## src/pkg/smcs_pkg.sv

```systemverilog
// Shared constants and carrier types for the shunt monitor conversion sequencer.
// Assumes a single 10 MHz system clock and a 16-bit register port.
package smcs_pkg;

	// Register port addresses.
	localparam logic [7:0] REG_CONFIG  = 8'h00;
	localparam logic [7:0] REG_SHUNT   = 8'h01;
	localparam logic [7:0] REG_BUS     = 8'h02;
	localparam logic [7:0] REG_POWER   = 8'h03;
	localparam logic [7:0] REG_CURRENT = 8'h04;
	localparam logic [7:0] REG_CAL     = 8'h05;
	localparam logic [7:0] REG_MASK    = 8'h06;
	localparam logic [7:0] REG_STATUS  = 8'h07;

	// Configuration register field positions.
	localparam int MODE_LSB     = 0;
	localparam int SHUNT_CT_LSB = 3;
	localparam int BUS_CT_LSB   = 6;
	localparam int AVG_LSB      = 9;

	// Mask register: position of the conversion ready flag.
	localparam int MASK_READY_BIT = 3;

	// Status register bit positions.
	localparam int STAT_READY_BIT   = 0;
	localparam int STAT_BUSY_BIT    = 1;
	localparam int STAT_RECOVER_BIT = 2;
	localparam int STAT_PDOWN_BIT   = 3;

	// Reset values: continuous shunt and bus, 1.1 ms each, one average.
	localparam logic [15:0] CONFIG_RESET = 16'h0127;
	localparam logic [15:0] CAL_RESET    = 16'h0000;
	localparam logic [15:0] MASK_RESET   = 16'h0000;

	// Timing in microseconds, and the system clock rate.
	localparam int CLK_MHZ      = 10;
	localparam int RECOVER_US   = 40000;
	localparam int TIMEOUT_US   = 28000;
	localparam logic [13:0] CT_US [8] = '{14'd140, 14'd204, 14'd332, 14'd588,
		14'd1100, 14'd2116, 14'd4156, 14'd8244};

	// Averaging codes as a power of two of the sample count.
	localparam logic [3:0] AVG_LOG2 [8] = '{4'd0, 4'd2, 4'd4, 4'd6,
		4'd7, 4'd8, 4'd9, 4'd10};

	// Scaling of the current and power products.
	localparam int CUR_SHIFT = 11;
	localparam int PWR_SHIFT = 15;

	// Serial target address base above the two strap fields.
	localparam logic [2:0] ADDR_BASE = 3'h4;

	// One register port request.
	typedef struct packed {
		logic        wr;
		logic        rd;
		logic [7:0]  addr;
		logic [15:0] wdata;
	} smcs_req_type;

	// One pair of raw converter samples.
	typedef struct packed {
		logic [15:0] shunt;
		logic [15:0] bus;
	} smcs_sample_type;

	// Published averaged results.
	typedef struct packed {
		logic [15:0] shunt;
		logic [15:0] bus;
		logic [15:0] current;
		logic [15:0] power;
	} smcs_results_type;

endpackage

```

## src/design/smcs_sequencer.sv

```systemverilog
// Conversion sequencer of a current and power monitor: mode control, timing,
// averaging, result publication and ready flag, plus serial address and timeout.
// Assumes the converter front end presents valid samples at the end of each
// conversion window, and that all inputs are synchronous to sys_clk.
`timescale 1ns/1ps
`default_nettype none

module smcs_sequencer #(
	parameter int TICK_DIV    = smcs_pkg::CLK_MHZ,
	parameter int RECOVER_TKS = smcs_pkg::RECOVER_US,
	parameter int TIMEOUT_TKS = smcs_pkg::TIMEOUT_US,
	parameter int ACC_W       = 32
) (
	// Clock and reset.
	input  wire logic                       sys_clk,
	input  wire logic                       rst,
	// Register port.
	input  wire smcs_pkg::smcs_req_type     bus_req,
	output logic [15:0]                     rd_data,
	// Converter front end.
	input  wire smcs_pkg::smcs_sample_type  adc_sample,
	output logic                            shunt_convert,
	output logic                            bus_convert,
	output logic                            input_isolate,
	output logic                            power_down,
	// Published results and status.
	output var smcs_pkg::smcs_results_type  results,
	output logic                            conversion_ready_flag,
	output logic                            recovering,
	// Serial interface support.
	input  wire logic [1:0]                 addr_select_low,
	input  wire logic [1:0]                 addr_select_high,
	input  wire logic                       scl_in,
	output logic [6:0]                      target_addr,
	output logic                            serial_reset
);
	import smcs_pkg::*;

	// Refuse settings the counters cannot hold.
	if (TICK_DIV < 1 || TICK_DIV > 65535) begin : g_bad_div
		$error("TICK_DIV out of range");
	end
	if (RECOVER_TKS < 1 || RECOVER_TKS > 65535) begin : g_bad_rec
		$error("RECOVER_TKS out of range");
	end
	if (TIMEOUT_TKS < 1 || TIMEOUT_TKS > 65535) begin : g_bad_tmo
		$error("TIMEOUT_TKS out of range");
	end
	if (ACC_W < 27 || ACC_W > 48) begin : g_bad_acc
		$error("ACC_W must hold 1024 sixteen-bit samples");
	end

	typedef enum logic [1:0] {ST_IDLE, ST_SHUNT, ST_BUS} smcs_state_type;

	// Nonzero low mode bits mean an active mode; both zero means power-down.
	function automatic logic mode_active(input logic [2:0] m);
		return m[1:0] != 2'b00;
	endfunction

	// First phase of a set: shunt when selected, otherwise bus.
	function automatic smcs_state_type first_phase(input logic [2:0] m);
		return m[0] ? ST_SHUNT : ST_BUS;
	endfunction

	// Averaged value of an accumulated sum, cut to the register width.
	function automatic logic [15:0] avg_of(input logic signed [ACC_W-1:0] s, input logic [3:0] sh);
		logic signed [ACC_W-1:0] q;
		q = s >>> sh;
		return q[15:0];
	endfunction

	// Registers.
	logic [15:0]             config_q;
	logic [15:0]             cal_q;
	logic [15:0]             mask_q;
	logic                    flag_q;
	smcs_results_type        results_q;
	smcs_state_type          state_q;
	logic [15:0]             tick_cnt_q;
	logic [13:0]             conv_cnt_q;
	logic [10:0]             samp_cnt_q;
	logic signed [ACC_W-1:0] acc_shunt_q;
	logic signed [ACC_W-1:0] acc_bus_q;
	logic signed [ACC_W-1:0] acc_cur_q;
	logic signed [ACC_W-1:0] acc_pwr_q;
	logic [15:0]             last_bus_q;
	logic [15:0]             last_shunt_q;
	logic [15:0]             cur_q;
	logic [15:0]             rec_cnt_q;
	logic [15:0]             scl_cnt_q;
	logic                    scl_fired_q;
	logic                    serial_reset_q;
	logic [6:0]              target_addr_q;
	logic                    strap_done_q;
	logic [15:0]             rd_data_q;

	// Request decode.
	wire         wr_cfg    = bus_req.wr && bus_req.addr == REG_CONFIG;
	wire         wr_cal    = bus_req.wr && bus_req.addr == REG_CAL;
	wire         wr_mask   = bus_req.wr && bus_req.addr == REG_MASK;
	wire         rd_status = bus_req.rd && bus_req.addr == REG_STATUS;
	wire [2:0]   mode      = config_q[MODE_LSB +: 3];
	wire [2:0]   new_mode  = bus_req.wdata[MODE_LSB +: 3];
	wire [2:0]   shunt_ct  = config_q[SHUNT_CT_LSB +: 3];
	wire [2:0]   bus_ct    = config_q[BUS_CT_LSB +: 3];
	wire [3:0]   avg_log2  = AVG_LOG2[config_q[AVG_LSB +: 3]];
	wire [10:0]  avg_count = 11'(11'h001 << avg_log2);

	// Slow time base: one pulse per microsecond at the default divider.
	wire tick = tick_cnt_q == 16'(TICK_DIV - 1);

	// Conversion window end for the phase in progress.
	wire [13:0] ct_limit  = CT_US[(state_q == ST_SHUNT) ? shunt_ct : bus_ct];
	wire        conv_end  = tick && state_q != ST_IDLE && conv_cnt_q == ct_limit - 14'h0001;
	wire        shunt_end = conv_end && state_q == ST_SHUNT;
	wire        bus_end   = conv_end && state_q == ST_BUS;
	// A set ends after bus, or after shunt when bus is not selected.
	wire        set_end   = bus_end || (shunt_end && !mode[1]);
	wire        last_samp = set_end && (samp_cnt_q + 11'h001 == avg_count);

	// Current and power are combinational on the sample edge, so the products
	// are ready in the cycle the window closes and add no conversion time.
	wire signed [32:0] cur_prod = $signed(adc_sample.shunt) * $signed({1'b0, cal_q});
	wire signed [32:0] cur_shft = cur_prod >>> CUR_SHIFT;
	wire [15:0]        cur_new  = (cal_q == 16'h0000) ? 16'h0000 : cur_shft[15:0];
	wire [15:0]        cur_use  = shunt_end ? cur_new : cur_q;
	wire [15:0]        bus_use  = bus_end ? adc_sample.bus : last_bus_q;
	wire signed [32:0] pwr_prod = $signed(cur_use) * $signed({1'b0, bus_use});
	wire signed [32:0] pwr_shft = pwr_prod >>> PWR_SHIFT;
	wire [15:0]        pwr_new  = (cal_q == 16'h0000) ? 16'h0000 : pwr_shft[15:0];

	// Sums including the set that closes this cycle. In a two-channel set the
	// accumulators load on the bus edge, when the shunt lines no longer carry the
	// sample, so the shunt value comes from the copy taken when its window closed.
	wire [15:0]              shunt_now = shunt_end ? adc_sample.shunt : last_shunt_q;
	wire [15:0]              shunt_use = mode[0] ? shunt_now : 16'h0000;
	wire signed [ACC_W-1:0]  sum_shunt = acc_shunt_q + ACC_W'($signed(shunt_use));
	wire signed [ACC_W-1:0]  sum_bus   = acc_bus_q + ACC_W'({1'b0, bus_use});
	wire signed [ACC_W-1:0]  sum_cur   = acc_cur_q + ACC_W'($signed(cur_use));
	wire signed [ACC_W-1:0]  sum_pwr   = acc_pwr_q + ACC_W'({1'b0, pwr_new});

	// Ready flag: a set on completion beats a clear in the same cycle.
	wire flag_clr = (wr_cfg && mode_active(new_mode)) || rd_status;
	wire flag_d   = last_samp || (flag_q && !flag_clr);

	// Recovery starts when an active mode replaces power-down.
	wire leave_pd = wr_cfg && mode_active(new_mode) && !mode_active(mode);

	// Read multiplexer; result reads are pure and touch no sequence state.
	// Unmapped addresses read as zero, so probing an empty slot is harmless.
	wire [15:0] status_word = 16'(
		({15'h0000, flag_q} << STAT_READY_BIT) |
		({15'h0000, state_q != ST_IDLE} << STAT_BUSY_BIT) |
		({15'h0000, rec_cnt_q != 16'h0000} << STAT_RECOVER_BIT) |
		({15'h0000, !mode_active(mode)} << STAT_PDOWN_BIT));
	logic [15:0] rd_next;
	always_comb begin
		unique case (bus_req.addr)
			REG_CONFIG:  rd_next = config_q;
			REG_SHUNT:   rd_next = results_q.shunt;
			REG_BUS:     rd_next = results_q.bus;
			REG_POWER:   rd_next = results_q.power;
			REG_CURRENT: rd_next = results_q.current;
			REG_CAL:     rd_next = cal_q;
			REG_MASK:    rd_next = mask_q | 16'({15'h0000, flag_q} << MASK_READY_BIT);
			REG_STATUS:  rd_next = status_word;
			default:     rd_next = 16'h0000;
		endcase
	end

	// Host-writable registers stay writable in every mode.
	always_ff @(posedge sys_clk) begin
		if (rst) begin
			config_q <= CONFIG_RESET;
			cal_q    <= CAL_RESET;
			mask_q   <= MASK_RESET;
		end else begin
			if (wr_cfg)
				config_q <= bus_req.wdata;
			if (wr_cal)
				cal_q <= bus_req.wdata;
			if (wr_mask)
				mask_q <= bus_req.wdata & ~16'(16'h0001 << MASK_READY_BIT);
		end
	end

	// Read data stands only in the cycle after the read strobe.
	always_ff @(posedge sys_clk) begin
		if (rst)
			rd_data_q <= 16'h0000;
		else
			rd_data_q <= bus_req.rd ? rd_next : 16'h0000;
	end

	// Microsecond divider.
	// A divider of one makes every cycle a tick, which keeps simulation short.
	always_ff @(posedge sys_clk) begin
		if (rst || tick)
			tick_cnt_q <= 16'h0000;
		else
			tick_cnt_q <= tick_cnt_q + 16'h0001;
	end

	// Sequence control. A configuration write aborts any set in progress and
	// restarts from scratch, so a rewrite of the same triggered mode fires again.
	// A write that lands on the very edge a set completes still lets that set
	// publish and raise the flag; the new configuration then starts afresh.
	always_ff @(posedge sys_clk) begin
		if (rst) begin
			state_q    <= ST_SHUNT;
			conv_cnt_q <= 14'h0000;
			samp_cnt_q <= 11'h000;
		end else if (wr_cfg) begin
			state_q    <= mode_active(new_mode) ? first_phase(new_mode) : ST_IDLE;
			conv_cnt_q <= 14'h0000;
			samp_cnt_q <= 11'h000;
		end else if (conv_end) begin
			conv_cnt_q <= 14'h0000;
			if (shunt_end && mode[1])
				state_q <= ST_BUS;
			else if (last_samp)
				state_q <= mode[2] ? first_phase(mode) : ST_IDLE;
			else
				state_q <= first_phase(mode);
			if (set_end)
				samp_cnt_q <= last_samp ? 11'h000 : samp_cnt_q + 11'h001;
		end else if (tick && state_q != ST_IDLE) begin
			conv_cnt_q <= conv_cnt_q + 14'h0001;
		end
	end

	// Accumulators restart with each configuration write and after publication.
	// Their width must hold 1024 full-scale samples plus sign; see the check above.
	always_ff @(posedge sys_clk) begin
		if (rst || wr_cfg || last_samp) begin
			acc_shunt_q <= '0;
			acc_bus_q   <= '0;
			acc_cur_q   <= '0;
			acc_pwr_q   <= '0;
		end else if (set_end) begin
			acc_shunt_q <= sum_shunt;
			acc_bus_q   <= sum_bus;
			acc_cur_q   <= sum_cur;
			acc_pwr_q   <= sum_pwr;
		end
	end

	// Latest shunt, current and bus. The shunt copy feeds the accumulator at the
	// end of the bus window; current and bus let a single-channel mode form power.
	always_ff @(posedge sys_clk) begin
		if (rst) begin
			cur_q        <= 16'h0000;
			last_bus_q   <= 16'h0000;
			last_shunt_q <= 16'h0000;
		end else begin
			if (shunt_end) begin
				cur_q        <= cur_new;
				last_shunt_q <= adc_sample.shunt;
			end
			if (bus_end)
				last_bus_q <= adc_sample.bus;
		end
	end

	// Results change only when a whole averaged set is done.
	// Averaging by shift rounds negative shunt sums toward minus infinity.
	always_ff @(posedge sys_clk) begin
		if (rst) begin
			results_q <= '0;
		end else if (last_samp) begin
			results_q.shunt   <= avg_of(sum_shunt, avg_log2);
			results_q.bus     <= avg_of(sum_bus, avg_log2);
			results_q.current <= avg_of(sum_cur, avg_log2);
			results_q.power   <= avg_of(sum_pwr, avg_log2);
		end
	end

	// Conversion ready flag.
	always_ff @(posedge sys_clk) begin
		if (rst)
			flag_q <= 1'b0;
		else
			flag_q <= flag_d;
	end

	// Recovery timer after power-down; conversions run but are flagged unsettled.
	// Nothing withholds results here, so the host must ignore them while it runs.
	always_ff @(posedge sys_clk) begin
		if (rst)
			rec_cnt_q <= 16'h0000;
		else if (leave_pd)
			rec_cnt_q <= 16'(RECOVER_TKS);
		else if (wr_cfg && !mode_active(new_mode))
			rec_cnt_q <= 16'h0000;
		else if (tick && rec_cnt_q != 16'h0000)
			rec_cnt_q <= rec_cnt_q - 16'h0001;
	end

	// Clock-line low timeout: one reset pulse per over-long low period.
	// A line stuck low gives a single pulse, so the interface is not reset over and over.
	always_ff @(posedge sys_clk) begin
		if (rst || scl_in) begin
			scl_cnt_q      <= 16'h0000;
			scl_fired_q    <= 1'b0;
			serial_reset_q <= 1'b0;
		end else begin
			serial_reset_q <= 1'b0;
			if (tick && !scl_fired_q) begin
				if (scl_cnt_q == 16'(TIMEOUT_TKS - 1)) begin
					scl_fired_q    <= 1'b1;
					serial_reset_q <= 1'b1;
				end else begin
					scl_cnt_q <= scl_cnt_q + 16'h0001;
				end
			end
		end
	end

	// Straps are caught once after reset; they are pins, not live controls.
	// A strap moved later takes effect only after the next reset.
	always_ff @(posedge sys_clk) begin
		if (rst) begin
			strap_done_q  <= 1'b0;
			target_addr_q <= 7'h00;
		end else if (!strap_done_q) begin
			strap_done_q  <= 1'b1;
			target_addr_q <= {ADDR_BASE, addr_select_high, addr_select_low};
		end
	end

	// Outputs.
	assign rd_data               = rd_data_q;
	assign results               = results_q;
	assign conversion_ready_flag = flag_q;
	assign shunt_convert         = state_q == ST_SHUNT;
	assign bus_convert           = state_q == ST_BUS;
	assign power_down            = !mode_active(mode);
	assign input_isolate         = !mode_active(mode);
	assign recovering            = rec_cnt_q != 16'h0000;
	assign target_addr           = target_addr_q;
	assign serial_reset          = serial_reset_q;

endmodule

`default_nettype wire

```

## config.mk

```make
export PLATFORM = sky130hd
export DESIGN_NAME = smcs_sequencer
export DESIGN_NICKNAME = d
export VERILOG_FILES = /design/src/pkg/smcs_pkg.sv /design/src/design/smcs_sequencer.sv
export SDC_FILE = /design/constraint.sdc
export NUM_CORES = 2
export LEC_CHECK = 0
export BUFFER_PORTS_ARGS = -buffer_cell sky130_fd_sc_hd__clkbuf_2
export CAP_MARGIN = 0
export CELL_PAD_IN_SITES_DETAIL_PLACEMENT = 0
export CELL_PAD_IN_SITES_GLOBAL_PLACEMENT = 2
export CORE_MARGIN = 2
export CORE_UTILIZATION = 42
export DETAILED_ROUTE_END_ITERATION = 7
export GPL_ROUTABILITY_DRIVEN = 0
export PLACE_DENSITY_LB_ADDON = 0.1
export SLEW_MARGIN = 20
export SYNTH_ARGS = -nofsm -noshare
export SYNTH_HDL_FRONTEND = slang
export SYNTH_SLANG_ARGS = --single-unit
```

## constraint.sdc

```tcl
create_clock -name sys_clk -period 38.9 [get_ports sys_clk]
set_input_delay 3.89 -clock sys_clk [delete_from_list [all_inputs] [get_ports sys_clk]]
set_output_delay 3.89 -clock sys_clk [all_outputs]
set_load 0.01 [all_outputs]
```

==> out/results.tsv <==
stage	metric	value	unit
run_status	outcome	completed	
placed_design	Port-buffer cells	156	
run	max_cap viols	0	
cts	Num CTS Buffers	47	
setup_path	crit path max fanout	17	
route	drt total wl	139	mm
setup_path	arrival time worst endpoint	19770	ps
synthesis	count leader, synth	nand2_1	
timing	final setup vio count	0	
synthesis	Post-synth ARST share	0	%
timing	Max-Slew Margin vs Limit	27.6	%
synthesis	synthesized area	39100	µm²
synthesis	Compound-Gate Fraction of Synth Area	16.1	%
cts	post_cts resized	0	
cells_and_area	ratio of cells with drive above 1 in the final layout	7.89	%
timing	Final period util	49.4	%
synthesis	Yosys warnings	0	
timing	Final Max Slew Viols	0	
synthesis	number of enable flip-flop cells after synthesis	0	
synthesis	simple-gate portion of the synthesized area	20.9	%
power	P_leak	19.3	nW
synthesis	number of synthesized register bits	367	
route	Routed Antenna Nets	0	
setup_path	Slowest Stage Delay on Critical Path	840	ps
synthesis	Synth top area share	19.6	%
timing	RSZ-0062 raised after global routing	false	
cts	CTS H-Tree Depth	2	
cells_and_area	fin area	42700	µm²
timing	Min Hold Slack	456	ps
timing	setup tns final	0	ps
synthesis	adder-cell share of the synthesized area	28.8	%
synthesis	Syn Area/Cell	7.85	µm²
timing	clock skew	53.1	ps
setup_path	worst reg2reg path depth	53	
cts	Max Root-Sink Buffers	3	
setup_path	Setup crit end	results[14]$_SDFFE_PP0P_	
cts	# clock sinks	367	
floorplanning	Initial Utilization	42.5	%
floorplanning	Rows	111	
setup_path	crit path from	adc_sample[17]	
global_routing	GR Util All Layers	29.3	%
hold_path	Worst Hold Class	reg -> reg	
route	DR vias/cell	5.57	
global_routing	antenna violations before repair	2	
route	initial drt markers	2786	
setup_path	Critical Path Sink Type	flop	
floorplanning	IO Pins	159	
setup_path	slowest CP cell	a2111oi_0	
setup_path	Critical Path RT	39440	ps
synthesis	largest family of logic cells by synthesized area	adder cells	
global_routing	largest net degree at the start of global routing	66	
synthesis	post-synthesis sequential area ratio	18.8	%
cts	Worst-path clk slew	60	ps
setup_path	Critical Path Source Type	input port	
cts	root buf cell	clkbuf_16	
synthesis	synthesized instance count	4985	
timing	min cycle time layout	19230	ps
floorplanning	Die Wd	309	µm
route	Pre-antenna DRT Iters	6	
timing	final hold viol count	0	
power	power per cell area	20.3	nW/µm²
floorplanning	die area	95600	µm²
synthesis	Top FF cell, synth	dfxtp_1	
setup_path	CP Class	in -> reg	
setup_path	reg-to-reg slack, setup	22620	ps
cells_and_area	Syn-to-layout area delta	9.10	%
floorplanning	die height	309	µm
floorplanning	core region area	91900	µm²
setup_path	critical register-to-register path startpoint	cal_q[2]$_SDFFE_PP0P_	
synthesis	Synth Area in XOR/XNOR	4.30	%
cts	setup bufs post-CTS	0	
power	Peak VDD IR	0.0283	mV
global_routing	grt ovf	0	
placed_design	post-DP HPWL	107	mm
synthesis	Synth area leaders	fa_1 20%, dfxtp_1 19%, ha_1 9.2%, nand2_1 7.4%, inv_1 4.9%	
cts	Skew-Pair Late Insertion Delay	650	ps
cells_and_area	Fillers	9471	
timing	FMAX	0.0520	GHz
cts	CTS tree	done	
route	DRC viols	0	
global_routing	global-route wire length before repair	213	mm
synthesis	dominant cell type by area after synthesis	fa_1	
route	DR vias	34900	
global_routing	vias in the first global route	34600	
setup_path	cell repeated most along the worst path	fa_1	
synthesis	multiplexer area fraction after synthesis	3.10	%
synthesis	commonest cells in the netlist	766 x nand2_1, 513 x inv_1, 503 x nor2_1	
synthesis	Yosys cell types	93	
setup_path	reg-to-reg endpoint	results[14]$_SDFFE_PP0P_	
cts	# hold bufs at CTS	0	
cells_and_area	Total Nets Final	5729	
route	wire length per cell	22.2	µm
placed_design	placed cell areas	41100	µm²
timing	Worst-Margin Slew	1080	ps
## sequential cells by signal, summed over array words and instances (netlist names), 16 cells and up
| register | count |
|---|---|
| cal_q | 16 |
| acc_pwr_q | 27 |
| results | 64 |
| rec_cnt_q | 16 |
| last_shunt_q | 16 |
| rd_data | 16 |
| config_q | 16 |
| acc_cur_q | 27 |
| scl_cnt_q | 16 |
| acc_shunt_q | 27 |
| tick_cnt_q | 16 |
| acc_bus_q | 27 |
| last_bus_q | 16 |
| cur_q | 16 |
## worst min path at each step
stage / from / slack (ps) / depth (start not counted) / endpoint
final: mask_q[10]$_SDFFE_PP0P_ / 460 / 2 / mask_q[10]$_SDFFE_PP0P_
after global routing: acc_shunt_q[3]$_SDFFE_PP0N_ / 470 / 2 / acc_shunt_q[3]$_SDFFE_PP0N_
after CTS: target_addr[6]$_SDFFE_PP0N_ / 450 / 2 / target_addr[6]$_SDFFE_PP0N_
after detailed placement: target_addr[6]$_SDFFE_PP0N_ / 450 / 2 / target_addr[6]$_SDFFE_PP0N_
after global placement: target_addr[6]$_SDFFE_PP0N_ / 440 / 2 / target_addr[6]$_SDFFE_PP0N_
after floorplan: scl_fired_q$_SDFFE_PP0P_ / 430 / 1 / serial_reset$_SDFF_PP0_
## area by class of cell
| class | count | area (µm²) | area share (%) |
|---|---|---|---|
| Multi-Input combinational cell | 3803 | 28700 | 67.3 |
| Sequential cell | 367 | 7350 | 17.2 |
| Inverter | 531 | 2000 | 4.68 |
| Tap cell | 1243 | 1560 | 3.64 |
| Timing Repair Buffer | 244 | 1440 | 3.38 |
| Clock buffer | 63 | 1360 | 3.18 |
| Clock inverter | 22 | 235 | 0.551 |
| Antenna cell | 1 | 2.50 | 0.00586 |
## layer usage
layer  track usage, %  wire [µm]  up-vias
met3             4.31       7510      223
met4             11.1       5730        0
li1                 -          -    16600
met1             40.0      63200    17100
met2             46.8      63000      990
met5                0          0        -
## worst max-delay path, delay by kind of cell
family	cells	cell delay [ps]
compound gates	22	6280
fa+ha+maj	15	6780
xor+xnor	1	160
buf+inv	8	1230
simple gates	7	1280
mux	1	130
## stage by stage
| stage | power (mW) | setup slack [ps] | cells | util [%] |
|---|---|---|---|---|
| after floorplan | 0.403 | 21400 | 4986 | - |
| after global placement | 0.418 | 19340 | 6188 | 44.7 |
| after detailed placement | 0.418 | 18970 | 6188 | 44.7 |
| after CTS | 0.877 | 19660 | 6273 | 46.4 |
| after global routing | 0.893 | 18670 | 6273 | 46.4 |
| final | 0.867 | 19670 | 6274 | 46.4 |
## cell usage in the layout, fill, tap and decap left out, types with 56 or more instances in the layout
cell,netlist,routed
nand3_1,82,82
and2_1,144,144
a21oi_1,355,355
buf_4,4,89
inv_1,513,512
mux2i_1,95,95
a21o_1,56,56
fa_1,383,383
nand2_1,766,764
xor2_1,79,79
o21ai_0,187,186
dfxtp_1,367,367
ha_1,287,287
xnor2_1,113,113
nor2_1,503,499
clkbuf_2,0,155
nor3_1,71,70
## power breakdown
group	switching, mW	internal, mW	total, mW	leakage (nW)
sequential	0.000733	0.377	0.377	2.96
combinational	0.0236	0.00867	0.0323	15.5
clock	0.191	0.266	0.457	0.796
## cell families (layout without fill, tap and decap cells)
kind of cell	Yosys count	after routing
mux	118	118
other cells	1	3
flops	367	367
xor+xnor	192	192
simple gates	1822	1822
fa+ha+maj	670	670
buf+inv	816	860
compound gates	999	999
Power figures use the tool's default switching activity.
